--- config.mk ---
export PLATFORM = sky130hd
export DESIGN_NAME = itl_isa_transition
export DESIGN_NICKNAME = d
export VERILOG_FILES = /design/src/itl_pkg.sv /design/src/itl_isa_transition.sv
export SDC_FILE = /design/constraint.sdc
export NUM_CORES = 1
export LEC_CHECK = 0
export BUFFER_PORTS_ARGS = -buffer_cell sky130_fd_sc_hd__buf_4
export CORE_AREA = 2 2 284 286
export CTS_CLUSTER_DIAMETER = 150
export CTS_CLUSTER_SIZE = 14
export DETAILED_ROUTE_END_ITERATION = 7
export DIE_AREA = 0 0 286 288
export PLACE_DENSITY = 0.31
export SYNTH_ARGS = -nofsm -noshare
export SYNTH_HDL_FRONTEND = slang
export SYNTH_SLANG_ARGS = --single-unit
--- constraint.sdc ---
create_clock -name ref_clk -period 4 [get_ports ref_clk]
set_clock_uncertainty 0.05 [all_clocks]
set_input_delay 0.8 -clock ref_clk [delete_from_list [all_inputs] [get_ports ref_clk]]
set_output_delay 0.8 -clock ref_clk [all_outputs]
set_load 0.05 [all_outputs]
--- src/itl_pkg.sv ---
/*
  Constants shared by the instruction set transition block.
  Assumes a core pipeline that presents retiring transition branches.
*/
`default_nettype none
package itl_pkg;
  localparam int          ADDR_W          = 64;
  localparam int          LEG_W           = 32;
  localparam logic [63:0] VEC_LEGACY_EXC  = 64'h0000_0000_0000_6900;
  localparam logic [31:0] NATIVE_TGT_MASK = 32'hFFFF_FFF0;
  localparam logic [6:0]  FRAME_ZERO      = 7'h00;
  localparam logic [1:0]  CAUSE_NONE      = 2'h0;
  localparam logic [1:0]  CAUSE_FP_ERR    = 2'h1;
  localparam logic [1:0]  CAUSE_SIMD_NUM  = 2'h2;
  localparam int          SLT_ENTRIES     = 8;
  typedef enum logic [1:0] { ITL_REAL, ITL_V86, ITL_PROT } itl_legacy_mode_e;
  typedef enum { ITL_NATIVE, ITL_LEGACY } itl_isa_e;
endpackage
`default_nettype wire
--- src/itl_isa_transition.sv ---
/*
  Instruction set transition logic: mode flag, branch to the legacy set,
  jump back to the native set, stack frame and load table side effects,
  address zero-extension and legacy float exception vectoring.
  Assumes the pipeline presents one retiring branch per cycle, all on ref_clk.
*/
// Contract
// - Legacy float exceptions vector to offset 6900
// - Classic float errors report legacy float cause
// - SIMD numeric errors report SIMD cause
// - Intercept bit set traps transitions
// - Legacy addresses zero-extend to 64 bits
// - Real, V86, protected; 16/32-bit code
// - Descriptor tables held in general registers
// - Branch target from low 32 bits
// - Branch to legacy zeroes frame size
// - Stack engine disabled while legacy runs
// - Native-only registers left unmodified
// - Legacy execution invalidates load table
// - Jump target is operand plus base, masked
// - Jump targets aligned, below 4 GB
// - Jump writes return address to register one
// - Code base from code segment register
`timescale 1ns/1ps
`default_nettype none
module itl_isa_transition
  import itl_pkg::*;
(
  input  wire logic                          ref_clk,
  input  wire logic                          sys_rst,
  input  wire logic                          isa_transfer_intercept_bit,
  input  wire logic                          branch_to_legacy_set,
  input  wire logic [itl_pkg::ADDR_W-1:0]    legacy_branch_reg,
  input  wire logic                          jump_to_native_set,
  input  wire logic [itl_pkg::LEG_W-1:0]     jump_operand,
  input  wire logic [itl_pkg::LEG_W-1:0]     jump_next_ip,
  input  wire logic [itl_pkg::LEG_W-1:0]     code_segment_app_register,
  input  wire logic [itl_pkg::LEG_W-1:0]     legacy_addr,
  input  wire logic                          seg_enabled,
  input  wire logic                          seg_default_32,
  input  wire logic [1:0]                    legacy_mode_sel,
  input  wire logic                          legacy_fp_fault,
  input  wire logic                          legacy_simd_fault,
  input  wire logic [itl_pkg::ADDR_W-1:0]    gr_thirty_in,
  input  wire logic [itl_pkg::ADDR_W-1:0]    gr_thirty_one_in,
  output logic                               legacy_active,
  output logic                               transfer_intercept,
  output logic                               branch_taken,
  output logic [itl_pkg::ADDR_W-1:0]         branch_target,
  output logic                               general_register_one_we,
  output logic [itl_pkg::ADDR_W-1:0]         general_register_one,
  output logic                               frame_size_clear,
  output logic [6:0]                         frame_size,
  output logic                               stack_engine_enable,
  output logic                               speculative_load_table_inval,
  output logic                               native_only_we_block,
  output logic [itl_pkg::ADDR_W-1:0]         legacy_vaddr,
  output logic                               addr_size_32,
  output logic [1:0]                         legacy_mode,
  output logic [itl_pkg::ADDR_W-1:0]         global_descriptor_table,
  output logic [itl_pkg::ADDR_W-1:0]         local_descriptor_table,
  output logic                               exc_valid,
  output logic [itl_pkg::ADDR_W-1:0]         exc_vector,
  output logic [1:0]                         exc_cause
);
  import itl_pkg::*;

  function automatic logic [ADDR_W-1:0] zext32(input logic [LEG_W-1:0] a);
    zext32 = {{(ADDR_W-LEG_W){1'b0}}, a};
  endfunction

  itl_isa_e          isa_ff;
  itl_isa_e          nxt_isa;
  logic              icpt_ff;
  logic              btk_ff;
  logic [ADDR_W-1:0] tgt_ff;
  logic              g1we_ff;
  logic [ADDR_W-1:0] g1_ff;
  logic              fclr_ff;
  logic [6:0]        fsz_ff;
  logic              inv_ff;
  logic [ADDR_W-1:0] va_ff;
  logic              a32_ff;
  logic [1:0]        lm_ff;
  logic              exv_ff;
  logic [1:0]        exc_ff;

  wire in_legacy  = (isa_ff == ITL_LEGACY);
  wire do_enter   = branch_to_legacy_set && !in_legacy;
  wire do_exit    = jump_to_native_set && in_legacy;
  wire do_icpt    = (do_enter || do_exit) && isa_transfer_intercept_bit;
  wire go_enter   = do_enter && !isa_transfer_intercept_bit;
  wire go_exit    = do_exit && !isa_transfer_intercept_bit;
  wire [LEG_W-1:0] jmp_sum = jump_operand + code_segment_app_register;
  wire [LEG_W-1:0] jmp_tgt = jmp_sum & NATIVE_TGT_MASK;
  wire [LEG_W-1:0] br_tgt  = legacy_branch_reg[LEG_W-1:0];
  wire fp_any   = in_legacy && (legacy_fp_fault || legacy_simd_fault);
  // Classic float error takes priority when both arrive together
  wire [1:0] cause_sel = legacy_fp_fault ? CAUSE_FP_ERR : CAUSE_SIMD_NUM;
  wire [1:0] lm_dec = (legacy_mode_sel == 2'(ITL_V86))  ? 2'(ITL_V86) :
                      (legacy_mode_sel == 2'(ITL_PROT)) ? 2'(ITL_PROT) : 2'(ITL_REAL);

  always_comb
  begin
    nxt_isa = isa_ff;
    if (go_enter)
      nxt_isa = ITL_LEGACY;
    else if (go_exit)
      nxt_isa = ITL_NATIVE;
  end

  always_ff @(posedge ref_clk)
  begin
    if (sys_rst)
    begin
      isa_ff  <= ITL_NATIVE;
      icpt_ff <= 1'b0;
      btk_ff  <= 1'b0;
      tgt_ff  <= '0;
      g1we_ff <= 1'b0;
      g1_ff   <= '0;
      fclr_ff <= 1'b0;
      fsz_ff  <= FRAME_ZERO;
      inv_ff  <= 1'b0;
    end
    else
    begin
      isa_ff  <= nxt_isa;
      icpt_ff <= do_icpt;
      btk_ff  <= go_enter || go_exit;
      if (go_enter)
        tgt_ff <= zext32(br_tgt);
      else if (go_exit)
        tgt_ff <= zext32(jmp_tgt);
      g1we_ff <= go_exit;
      if (go_exit)
        g1_ff <= zext32(jump_next_ip);
      fclr_ff <= go_enter;
      if (go_enter)
        fsz_ff <= FRAME_ZERO;
      inv_ff  <= (nxt_isa == ITL_LEGACY);
    end
  end

  always_ff @(posedge ref_clk)
  begin
    if (sys_rst)
    begin
      va_ff  <= '0;
      a32_ff <= 1'b0;
      lm_ff  <= 2'(ITL_REAL);
      exv_ff <= 1'b0;
      exc_ff <= CAUSE_NONE;
    end
    else
    begin
      va_ff  <= zext32(legacy_addr);
      a32_ff <= seg_enabled && seg_default_32;
      lm_ff  <= lm_dec;
      exv_ff <= fp_any;
      exc_ff <= fp_any ? cause_sel : CAUSE_NONE;
    end
  end

  assign legacy_active                = in_legacy;
  assign transfer_intercept           = icpt_ff;
  assign branch_taken                 = btk_ff;
  assign branch_target                = tgt_ff;
  assign general_register_one_we      = g1we_ff;
  assign general_register_one         = g1_ff;
  assign frame_size_clear             = fclr_ff;
  assign frame_size                   = fsz_ff;
  assign stack_engine_enable          = !in_legacy;
  assign speculative_load_table_inval = inv_ff;
  // Legacy code may clobber shared registers, never the native-only ones
  assign native_only_we_block         = in_legacy;
  assign legacy_vaddr                 = va_ff;
  assign addr_size_32                 = a32_ff;
  assign legacy_mode                  = lm_ff;
  // Descriptor tables live in ordinary registers, hence no protection here
  assign global_descriptor_table      = gr_thirty_in;
  assign local_descriptor_table       = gr_thirty_one_in;
  assign exc_valid                    = exv_ff;
  assign exc_vector                   = VEC_LEGACY_EXC;
  assign exc_cause                    = exc_ff;
endmodule // itl_isa_transition
`default_nettype wire

==> flow_summary.toml, run 1 <==
[global_routing]
grt_pass1_vias = 6193
grt_max_degree = 59
grt.met2_usage = 0.1260
use_met3 = 0.04120
grt_overflow = 0
grt_usage = 0.08205
grt_busiest_layer = "met2"
grt_first_pass_wirelength_um = 46730
antenna_found_initial = 6
use_met1 = 0.09578

[yosys]
synth_most_common_cell = "buf_4"
avgSynthCellArea_um2 = 8.384
synthArstFlopShare = 0
ys_seq_elements = 139
synth_area_leader_cell = "dfxtp_1"
synth_commonest_cells = "296 x buf_4, 139 x dfxtp_1, 116 x nand2_1"
synth-edff-count = 0
seq_area_frac_synth = 0.3415
synth_area_leaders = "dfxtp_1 34%, buf_4 27%, nand2_1 5.3%, ha_1 4.6%, a21oi_1 4.4%"
syn_inst = 972
netlist_area_um2 = 8149
yosysUniqueCellTypes = 52
synth_top_cell_area_share = 0.3415
ys_warn_count = 0
synth_flop_cell = "dfxtp_1"

[route]
post-route-drc-count = 0
first_pass_iters = 4
drt-wirelength-per-cell_um = 16.07
vias = 6557
wl_um = 35520
ant_nets = 0
drt_iter0_drc = 217
viasPerCell = 2.967

[floorplanning]
die_x_um = 286
initial_core_util = 0.1023
die_y_um = 288
core-area_um2 = 79640
boundaryPins = 736
die_area_um2 = 82370
placementRows = 104

[timing]
post-route-period-util = 0.8531
hold_viol = 0
worst_hold_slack_ns = 0.3928
setup-violations-final = 0
slew_headroom = 0.4515
fin_setup_tns_ns = 0
rsz0062_at_grt = "false"
fin_ws_ns = 0.5877
slew_violations = 0
worst_slew_pin_slew_ns = 0.8227
post-route-min-period_ns = 3.412
fmax_mhz = 293.1

[critical_path]
start_kind = "input pin"
path_max_fanout = 4
critPathLaunch = "jump_operand[2]"
cpMostUsedCell = "buf_4"
cp_slowest_stage_delay_ns = 0.52
crit_end = "branch_target[29]"
critPathBufInv = 3
reg2reg_depth = 9
cp.required_ns = 4.29
worstSetupEndpointType = "flip-flop"
worstSetupPathType = "in2reg"
cp.depth = 13
rr_startpoint = "isa_ff[20]"
crit_chain = "buf_4 -> ha_1 -> a21oi_1 -> a2111oi_2 -> o41ai_1 -> buf_4 -> a2111o_1 -> o211ai_2 -> a41oi_2 -> buf_4 -> o41ai_2 -> xnor2_1 -> o22ai_2"
cpLargestDelayFamily = "compound AO/OA/AOI/OAI gates"
timing.rr.end = "branch_target[27]"
r2r_slack_ns = 1.11
crit_slowest_cell = "a2111oi_2"
arrival_ns = 3.70

[clock_network]
numCtsBuffers = 17
root_buffer = "clkbuf_16"
clkTransAtPathRegs_ns = 0.08
cts_resized = 0
cts_hold_buffers = 0
cts_num_sinks = 139
ctsHtreeMaxLevel = 4
cts_tree = "yes"
clock_latency_ns = 0.47
post-cts-setup-buffers = 0
clockBufferDepth = 2

[cells_and_area]
final_net_count = 1498
insertedDiodeCount = 0
layout-drive-gt1-share = 0.3139
design_area_um2 = 10680
area_growth_pct = 31.06
postLayoutCoreUtil = 0.1341
nFillCells = 9171
stdcell_count = 2210

[place]
dpl_cell_area_um2 = 10120
port_buffers = 280
place_inst = 2178
dp.final_hpwl_um = 28800
dpl_worst_slack_ns = 0.05110
place_congestion = 0.7759

[outcome]
status = "complete, no violations"

[power_and_ir_drop]
power.density_nw_per_um2 = 407.0
irDropWorstVdd_mv = 0.2998
design_power_total_mw = 4.347
power_leakage_nw = 4.666

[flow_run]
timing.max_cap.violations = 0

[min_path]
hp-class = "reg2reg"
whs_path_depth = 2
-- routing by layer --
layer	up-vias	routed length (um)
li1	3110	-
met1	2956	14550
met2	407	15920
met3	78	3938
met4	6	1069
met5	-	41
-- layout by cell type (no fill, tap or decap), types with 4 or more instances in the layout --
master	n
a211oi_1	4
a21o_1	15
a21oi_1	72
a22o_1	4
a311oi_1	8
and2_1	33
buf_4	314
clkbuf_16	17
conb_1	167
dfxtp_1	139
ha_1	30
inv_1	8
inv_8	6
nand2_1	116
nand3_1	7
nand4_1	6
nor2_1	34
nor2b_1	34
nor3_1	8
nor3b_1	4
nor4_1	9
o21ai_0	25
o221ai_1	9
xnor2_1	14
xor2_1	11
-- worst min-delay path by stage --
stage                        from                end
2_1_floorplan          isa_ff[10]         isa_ff[10]
3_3_place_gp    branch_target[19]  branch_target[19]
3_5_place_dp    branch_target[23]  branch_target[23]
4_1_cts        legacy_mode_sel[1]     legacy_mode[0]
5_1_grt         branch_target[23]  branch_target[23]
6_report        branch_target[23]  branch_target[23]
-- tightest hold or removal path: stages, from the launching register on --
cell and delay (ns):
dfxtp_1 0.32, nand2_1 0.05, nand2_1 0.04
-- final cells by class --
type / instances / area (um2) / area share
Inverter: 8 / 30.03 / 0.002812
Clock buffer: 18 / 429.2 / 0.04018
Timing Repair Buffer: 315 / 2377 / 0.2226
Tap cell: 1060 / 1326 / 0.1242
Sequential cell: 139 / 2783 / 0.2605
Clock inverter: 14 / 130.1 / 0.01218
Multi-Input combinational cell: 656 / 3605 / 0.3375
-- state kept, by name (all words and copies together), names as in the netlist, 2 cells and up --
name and cells:
branch_target 32, isa_ff 32, legacy_mode 2, exc_cause 2
legacy_vaddr 32, general_register_one 32
-- cells by family (layout without fill, tap and decap cells) --
kind of cell	Yosys count	after routing	synth area share
buffers and inverters	342	355	0.2939
adders and majority gates	30	30	0.04606
DFF	139	139	0.3415
xor gates and xnor gates	25	25	0.02687
muxes	2	2	0.002457
other	2	167	0.0009216
and+or+nand+nor	267	267	0.1569
AOI/OAI and AO/OA	165	165	0.1314
-- power by group --
part | total [mW] | switching, mW | internal, mW
clock | 1.60 | 0.780 | 0.822
sequential | 1.46 | 0.0237 | 1.44
combinational | 1.28 | 0.916 | 0.367
total | 4.35 | 1.72 | 2.63
(Power assumes the default switching activity.)
==> run 2, diff against run 1 <==
Settings changed: BUFFER_PORTS_ARGS -buffer_cell sky130_fd_sc_hd__buf_4 to default, CORE_AREA 2 2 284 286 to 2 2 286 288, DIE_AREA 0 0 286 288 to 0 0 288 290, DONT_BUFFER_PORTS from default to 1, PLACE_DENSITY 0.31 to 0.3.
==> flow_summary.toml, run 2 (synthesized netlist as in run 1, its figures left out) <==
[outcome]
status = "complete, no violations"

[place]
dp.final_hpwl_um = 27490
place_congestion = 0.7274
port_buffers = 0

[clock_network]
cts_resized = 0
cts_num_sinks = 139
clock_latency_ns = 0.46
clockBufferDepth = 2
clkTransAtPathRegs_ns = 0.09
numCtsBuffers = 17
root_buffer = "clkbuf_16"
cts_hold_buffers = 0
ctsHtreeMaxLevel = 4
cts_tree = "yes"
post-cts-setup-buffers = 0

[power_and_ir_drop]
p_seq_frac = 0.390
p_switching_mw = 1.657
sw_frac_of_total = 0.3891
power.density_nw_per_um2 = 490.7
comb_power_share = 0.203
clkPwrFrac = 0.407
p_int_mw = 2.601
irDropWorstVdd_mv = 0.2886
power_leakage_nw = 3.317

[critical_path]
crit_chain = "ha_1 -> a21oi_1 -> a2111oi_2 -> o41ai_1 -> buf_4 -> a2111o_1 -> o211ai_2 -> a41oi_2 -> buf_4 -> o41ai_2 -> xnor2_1 -> o22ai_2"
cp.required_ns = 4.30
worstSetupEndpointType = "flip-flop"
cpMostUsedCell = "buf_4"
worstSetupPathType = "in2reg"
crit_slowest_cell = "a2111oi_2"
arrival_ns = 3.63
start_kind = "input pin"
path_max_fanout = 4
cp_slowest_stage_delay_ns = 0.53

[timing]
rsz0062_at_grt = "false"
setup-violations-final = 0
post-route-period-util = 0.8321
worst_slew_pin_slew_ns = 1.101
hold_viol = 0
slew_violations = 0
slew_headroom = 0.2661
post-route-min-period_ns = 3.328
worst_hold_slack_ns = 0.3585
fmax_mhz = 300.4
fin_setup_tns_ns = 0

[global_routing]
grt_usage = 0.07796
grt_overflow = 0
antenna_found_initial = 4
grt_first_pass_wirelength_um = 43960
grt_pass1_vias = 5354
grt_max_degree = 97

[floorplanning]
die_x_um = 288
core-area_um2 = 80160
die_y_um = 290
die_area_um2 = 83520
placementRows = 104
initial_core_util = 0.1017
boundaryPins = 736

[cells_and_area]
nFillCells = 9370
final_common_cell = "conb_1"
layout-drive-gt1-share = 0.09840
area_growth_pct = 6.464
final_net_count = 1222
layout_common_cells = "167 x conb_1, 139 x dfxtp_1, 116 x nand2_1"

[route]
wl_um = 33660
vias = 5542
drt-wirelength-per-cell_um = 17.36
post-route-drc-count = 0
ant_nets = 0
first_pass_iters = 4
drt_iter0_drc = 216
viasPerCell = 2.858

[min_path]
hp-class = "in2reg"

[flow_run]
timing.max_cap.violations = 0
[run 2: layout make-up]
type | instances | area (um2) | share of cell area
diodes | 5 | 12.51 | 0.001442
clock buffers | 18 | 439.2 | 0.05062
clock inverters | 14 | 173.9 | 0.02005
inverters | 8 | 30.03 | 0.003461
multi-input cells | 656 | 3606 | 0.4156
flip-flops and latches | 139 | 2783 | 0.3207
well taps | 1060 | 1326 | 0.1529
repair buffers | 39 | 305.3 | 0.03519
[run 2: metal layers]
| layer | track usage | vias up | part of all wire | wire length (um) |
|---|---|---|---|---|
| met2 | 0.1265 | 403 | 0.46 | 15620 |
| li1 | - | 2557 | - | - |
| met5 | 0.006395 | - | 0.0025 | 83 |
| met1 | 0.08223 | 2501 | 0.38 | 12690 |
| met3 | 0.04190 | 77 | 0.12 | 4055 |
| met4 | 0.03564 | 4 | 0.036 | 1205 |
[run 2: critical path: cells and delay by family]
family / cells / cell delay (ns)
buffers and inverters: 2 / 0.37
adders and majority gates: 1 / 0.27
AOI/OAI and AO/OA: 8 / 2.00
xor gates and xnor gates: 1 / 0.19
[run 2: path summary, 6_finish.rpt]
check                  start           endpoint  slack [ns]  cells after the start
min reg2reg       isa_ff[30]         isa_ff[30]        0.41                      1
max reg2reg        isa_ff[9]  branch_target[11]        0.85                      9
max          jump_operand[2]  branch_target[29]        0.67                     12
min                  sys_rst    legacy_vaddr[8]        0.36                      1
[run 2: through the flow]
| step | std cells | power [mW] | cell area, um2 | worst slack (ns) | util |
|---|---|---|---|---|---|
| floorplan | 1137 | 2.802 | 8768 | 0.7601 | - |
| global placement | 1902 | 2.571 | 8050 | 0.1733 | 0.1004 |
| detailed placement | 1902 | 2.574 | 8050 | 0.1617 | 0.1004 |
| CTS | 1934 | 4.405 | 8663 | 0.6766 | 0.1081 |
| global route | 1934 | 4.483 | 8663 | 0.4531 | 0.1081 |
| finish | 1939 | 4.258 | 8676 | 0.6716 | 0.1082 |
[run 2: power by group through the flow]
stage	Combinational, mW	Sequential (mW)	Clock, mW
after floorplan	1.13	1.68	0
after global placement	0.877	1.69	0
after detailed placement	0.879	1.70	0
after CTS	0.883	1.66	1.86
after global routing	0.936	1.67	1.88
final	0.865	1.66	1.73
==> run 3, diff against run 2 <==
Settings changed: ABC_AREA from default to 1, CORE_AREA 2 2 286 288 to 2 2 284 286, DIE_AREA 0 0 288 290 to 0 0 286 288.
Clock period 4 ns to 3.4 ns, I/O delays scaled along.
==> flow_summary.toml, run 3 <==
[critical_path]
worstSetupEndpointType = "flip-flop"
r2r_slack_ns = 0.87
cp.required_ns = 3.68
worstSetupPathType = "reg2reg"
path_max_fanout = 39
start_kind = "flip-flop"
reg2reg_depth = 12
critPathLaunch = "isa_ff[7]"
timing.rr.end = "branch_target[6]"
rr_startpoint = "isa_ff[7]"
arrival_ns = 2.82

[timing]
post-route-period-util = 0.7454
worst_slew_pin_slew_ns = 0.6764
slew_headroom = 0.5484
post-route-min-period_ns = 2.535
fmax_mhz = 394.6
fin_ws_ns = 0.8655
rsz0062_at_grt = "false"
setup-violations-final = 0
hold_viol = 0
fin_setup_tns_ns = 0
worst_hold_slack_ns = 0.2452
slew_violations = 0

[global_routing]
grt_first_pass_wirelength_um = 48110
grt_overflow = 0
grt_pass1_vias = 7025
grt_usage = 0.08167
grt_max_degree = 121
antenna_found_initial = 1

[yosys]
synth_commonest_cells = "338 x nand2_1, 301 x buf_4, 224 x inv_1"
yosysUniqueCellTypes = 32
synth_area_leaders = "dfxtp_1 28%, buf_4 23%, nand2_1 13%, inv_1 8.6%, nor2_1 6.6%"
avgSynthCellArea_um2 = 6.680
synth_area_leader_cell = "dfxtp_1"
synth_most_common_cell = "nand2_1"
synth_top_cell_area_share = 0.2844
synth-edff-count = 0
seq_area_frac_synth = 0.2844
ys_warn_count = 0
ys_seq_elements = 139
synth_flop_cell = "dfxtp_1"
synthArstFlopShare = 0
netlist_area_um2 = 9786
syn_inst = 1465

[cells_and_area]
seq_area_um2 = 2783
final_common_cell = "nand2_1"
stdcell_count = 2405
area_growth_pct = 2.595
insertedDiodeCount = 0
nFillCells = 9384
final_net_count = 1693
multi_input_comb_area_um2 = 4315
postLayoutCoreUtil = 0.1261
design_area_um2 = 10040
layout-drive-gt1-share = 0.07509
layout_common_cells = "338 x nand2_1, 224 x inv_1, 173 x nor2_1"

[place]
dpl_worst_slack_ns = 0.5103
dpl_cell_area_um2 = 9445
place_congestion = 0.7668
place_inst = 2373
port_buffers = 0
dp.final_hpwl_um = 29450

[route]
ant_nets = 0
wl_um = 35230
vias = 7316
first_pass_iters = 5
drt-wirelength-per-cell_um = 14.65
post-route-drc-count = 0
drt_iter0_drc = 430
viasPerCell = 3.042

[clock_network]
cts_resized = 0
clockBufferDepth = 2
root_buffer = "clkbuf_16"
clkTransAtPathRegs_ns = 0.07
numCtsBuffers = 17
cts_num_sinks = 139
clock_latency_ns = 0.45
cts_tree = "yes"
post-cts-setup-buffers = 0
cts_hold_buffers = 0
ctsHtreeMaxLevel = 4

[floorplanning]
placementRows = 104
die_x_um = 286
die_area_um2 = 82370
boundaryPins = 736
initial_core_util = 0.1229
die_y_um = 288
core-area_um2 = 79640

[min_path]
whs_path_depth = 1
min_to = "exc_cause[1]"
hp-class = "in2reg"
hp-start = "legacy_fp_fault"

[outcome]
status = "complete, no violations"

[flow_run]
timing.max_cap.violations = 0

[power_and_ir_drop]
design_power_total_mw = 5.055
irDropWorstVdd_mv = 0.2750
power.density_nw_per_um2 = 503.5
power_leakage_nw = 4.854
[run 3: cells by family after synthesis]
logic type / Yosys count / synth area share
fa+ha+maj: 30 / 0.03836
xor+xnor: 5 / 0.004475
compound gates: 124 / 0.08720
other cells: 2 / 0.0007675
flops: 139 / 0.2844
buf+inv: 565 / 0.3379
simple gates: 600 / 0.2469
[run 3: power breakdown]
group / internal (mW) / total, mW / switching [mW]
Clock: 1.06 / 1.90 / 0.847
Sequential: 1.70 / 1.99 / 0.288
Combinational: 0.227 / 1.17 / 0.938
Total: 2.98 / 5.06 / 2.07
[run 3: cell type report]
| type | count | area share |
|---|---|---|
| repair buffers | 16 | 0.01446 |
| flip-flops and latches | 139 | 0.2772 |
| inverters | 232 | 0.08724 |
| clock buffers | 18 | 0.04374 |
| multi-input cells | 926 | 0.4298 |
| well taps | 1060 | 0.1321 |
| clock inverters | 14 | 0.01545 |
[run 3: worst max path at each step]
stage	endpoint	slack, ns
final	branch_target[6]	0.87
after global routing	branch_target[12]	0.49
after CTS	branch_target[6]	0.74
after detailed placement	branch_target[29]	0.51
after global placement	branch_target[16]	0.54
after floorplan	branch_target[17]	1.36
[run 3: per-layer routing]
metal / track usage / vias up / wire length, um
met5: 0 / - / 0
met3: 0.03281 / 66 / 3146
li1: - / 3692 / -
met1: 0.09907 / 3239 / 15050
met4: 0.03573 / 0 / 1045
met2: 0.1268 / 319 / 15990
[run 3: worst max-delay path, stage by stage, from the launching register on]
cell and delay, ns:
dfxtp_1 0.32, inv_2 0.05, nand2_1 0.05, nor2_1 0.09
nand2_1 0.08, nor2_2 0.15, nand2_4 0.19, nand2_4 0.29
nand2_2 0.12, nand2_4 0.45, inv_2 0.29, o21ai_1 0.20
a21oi_1 0.06
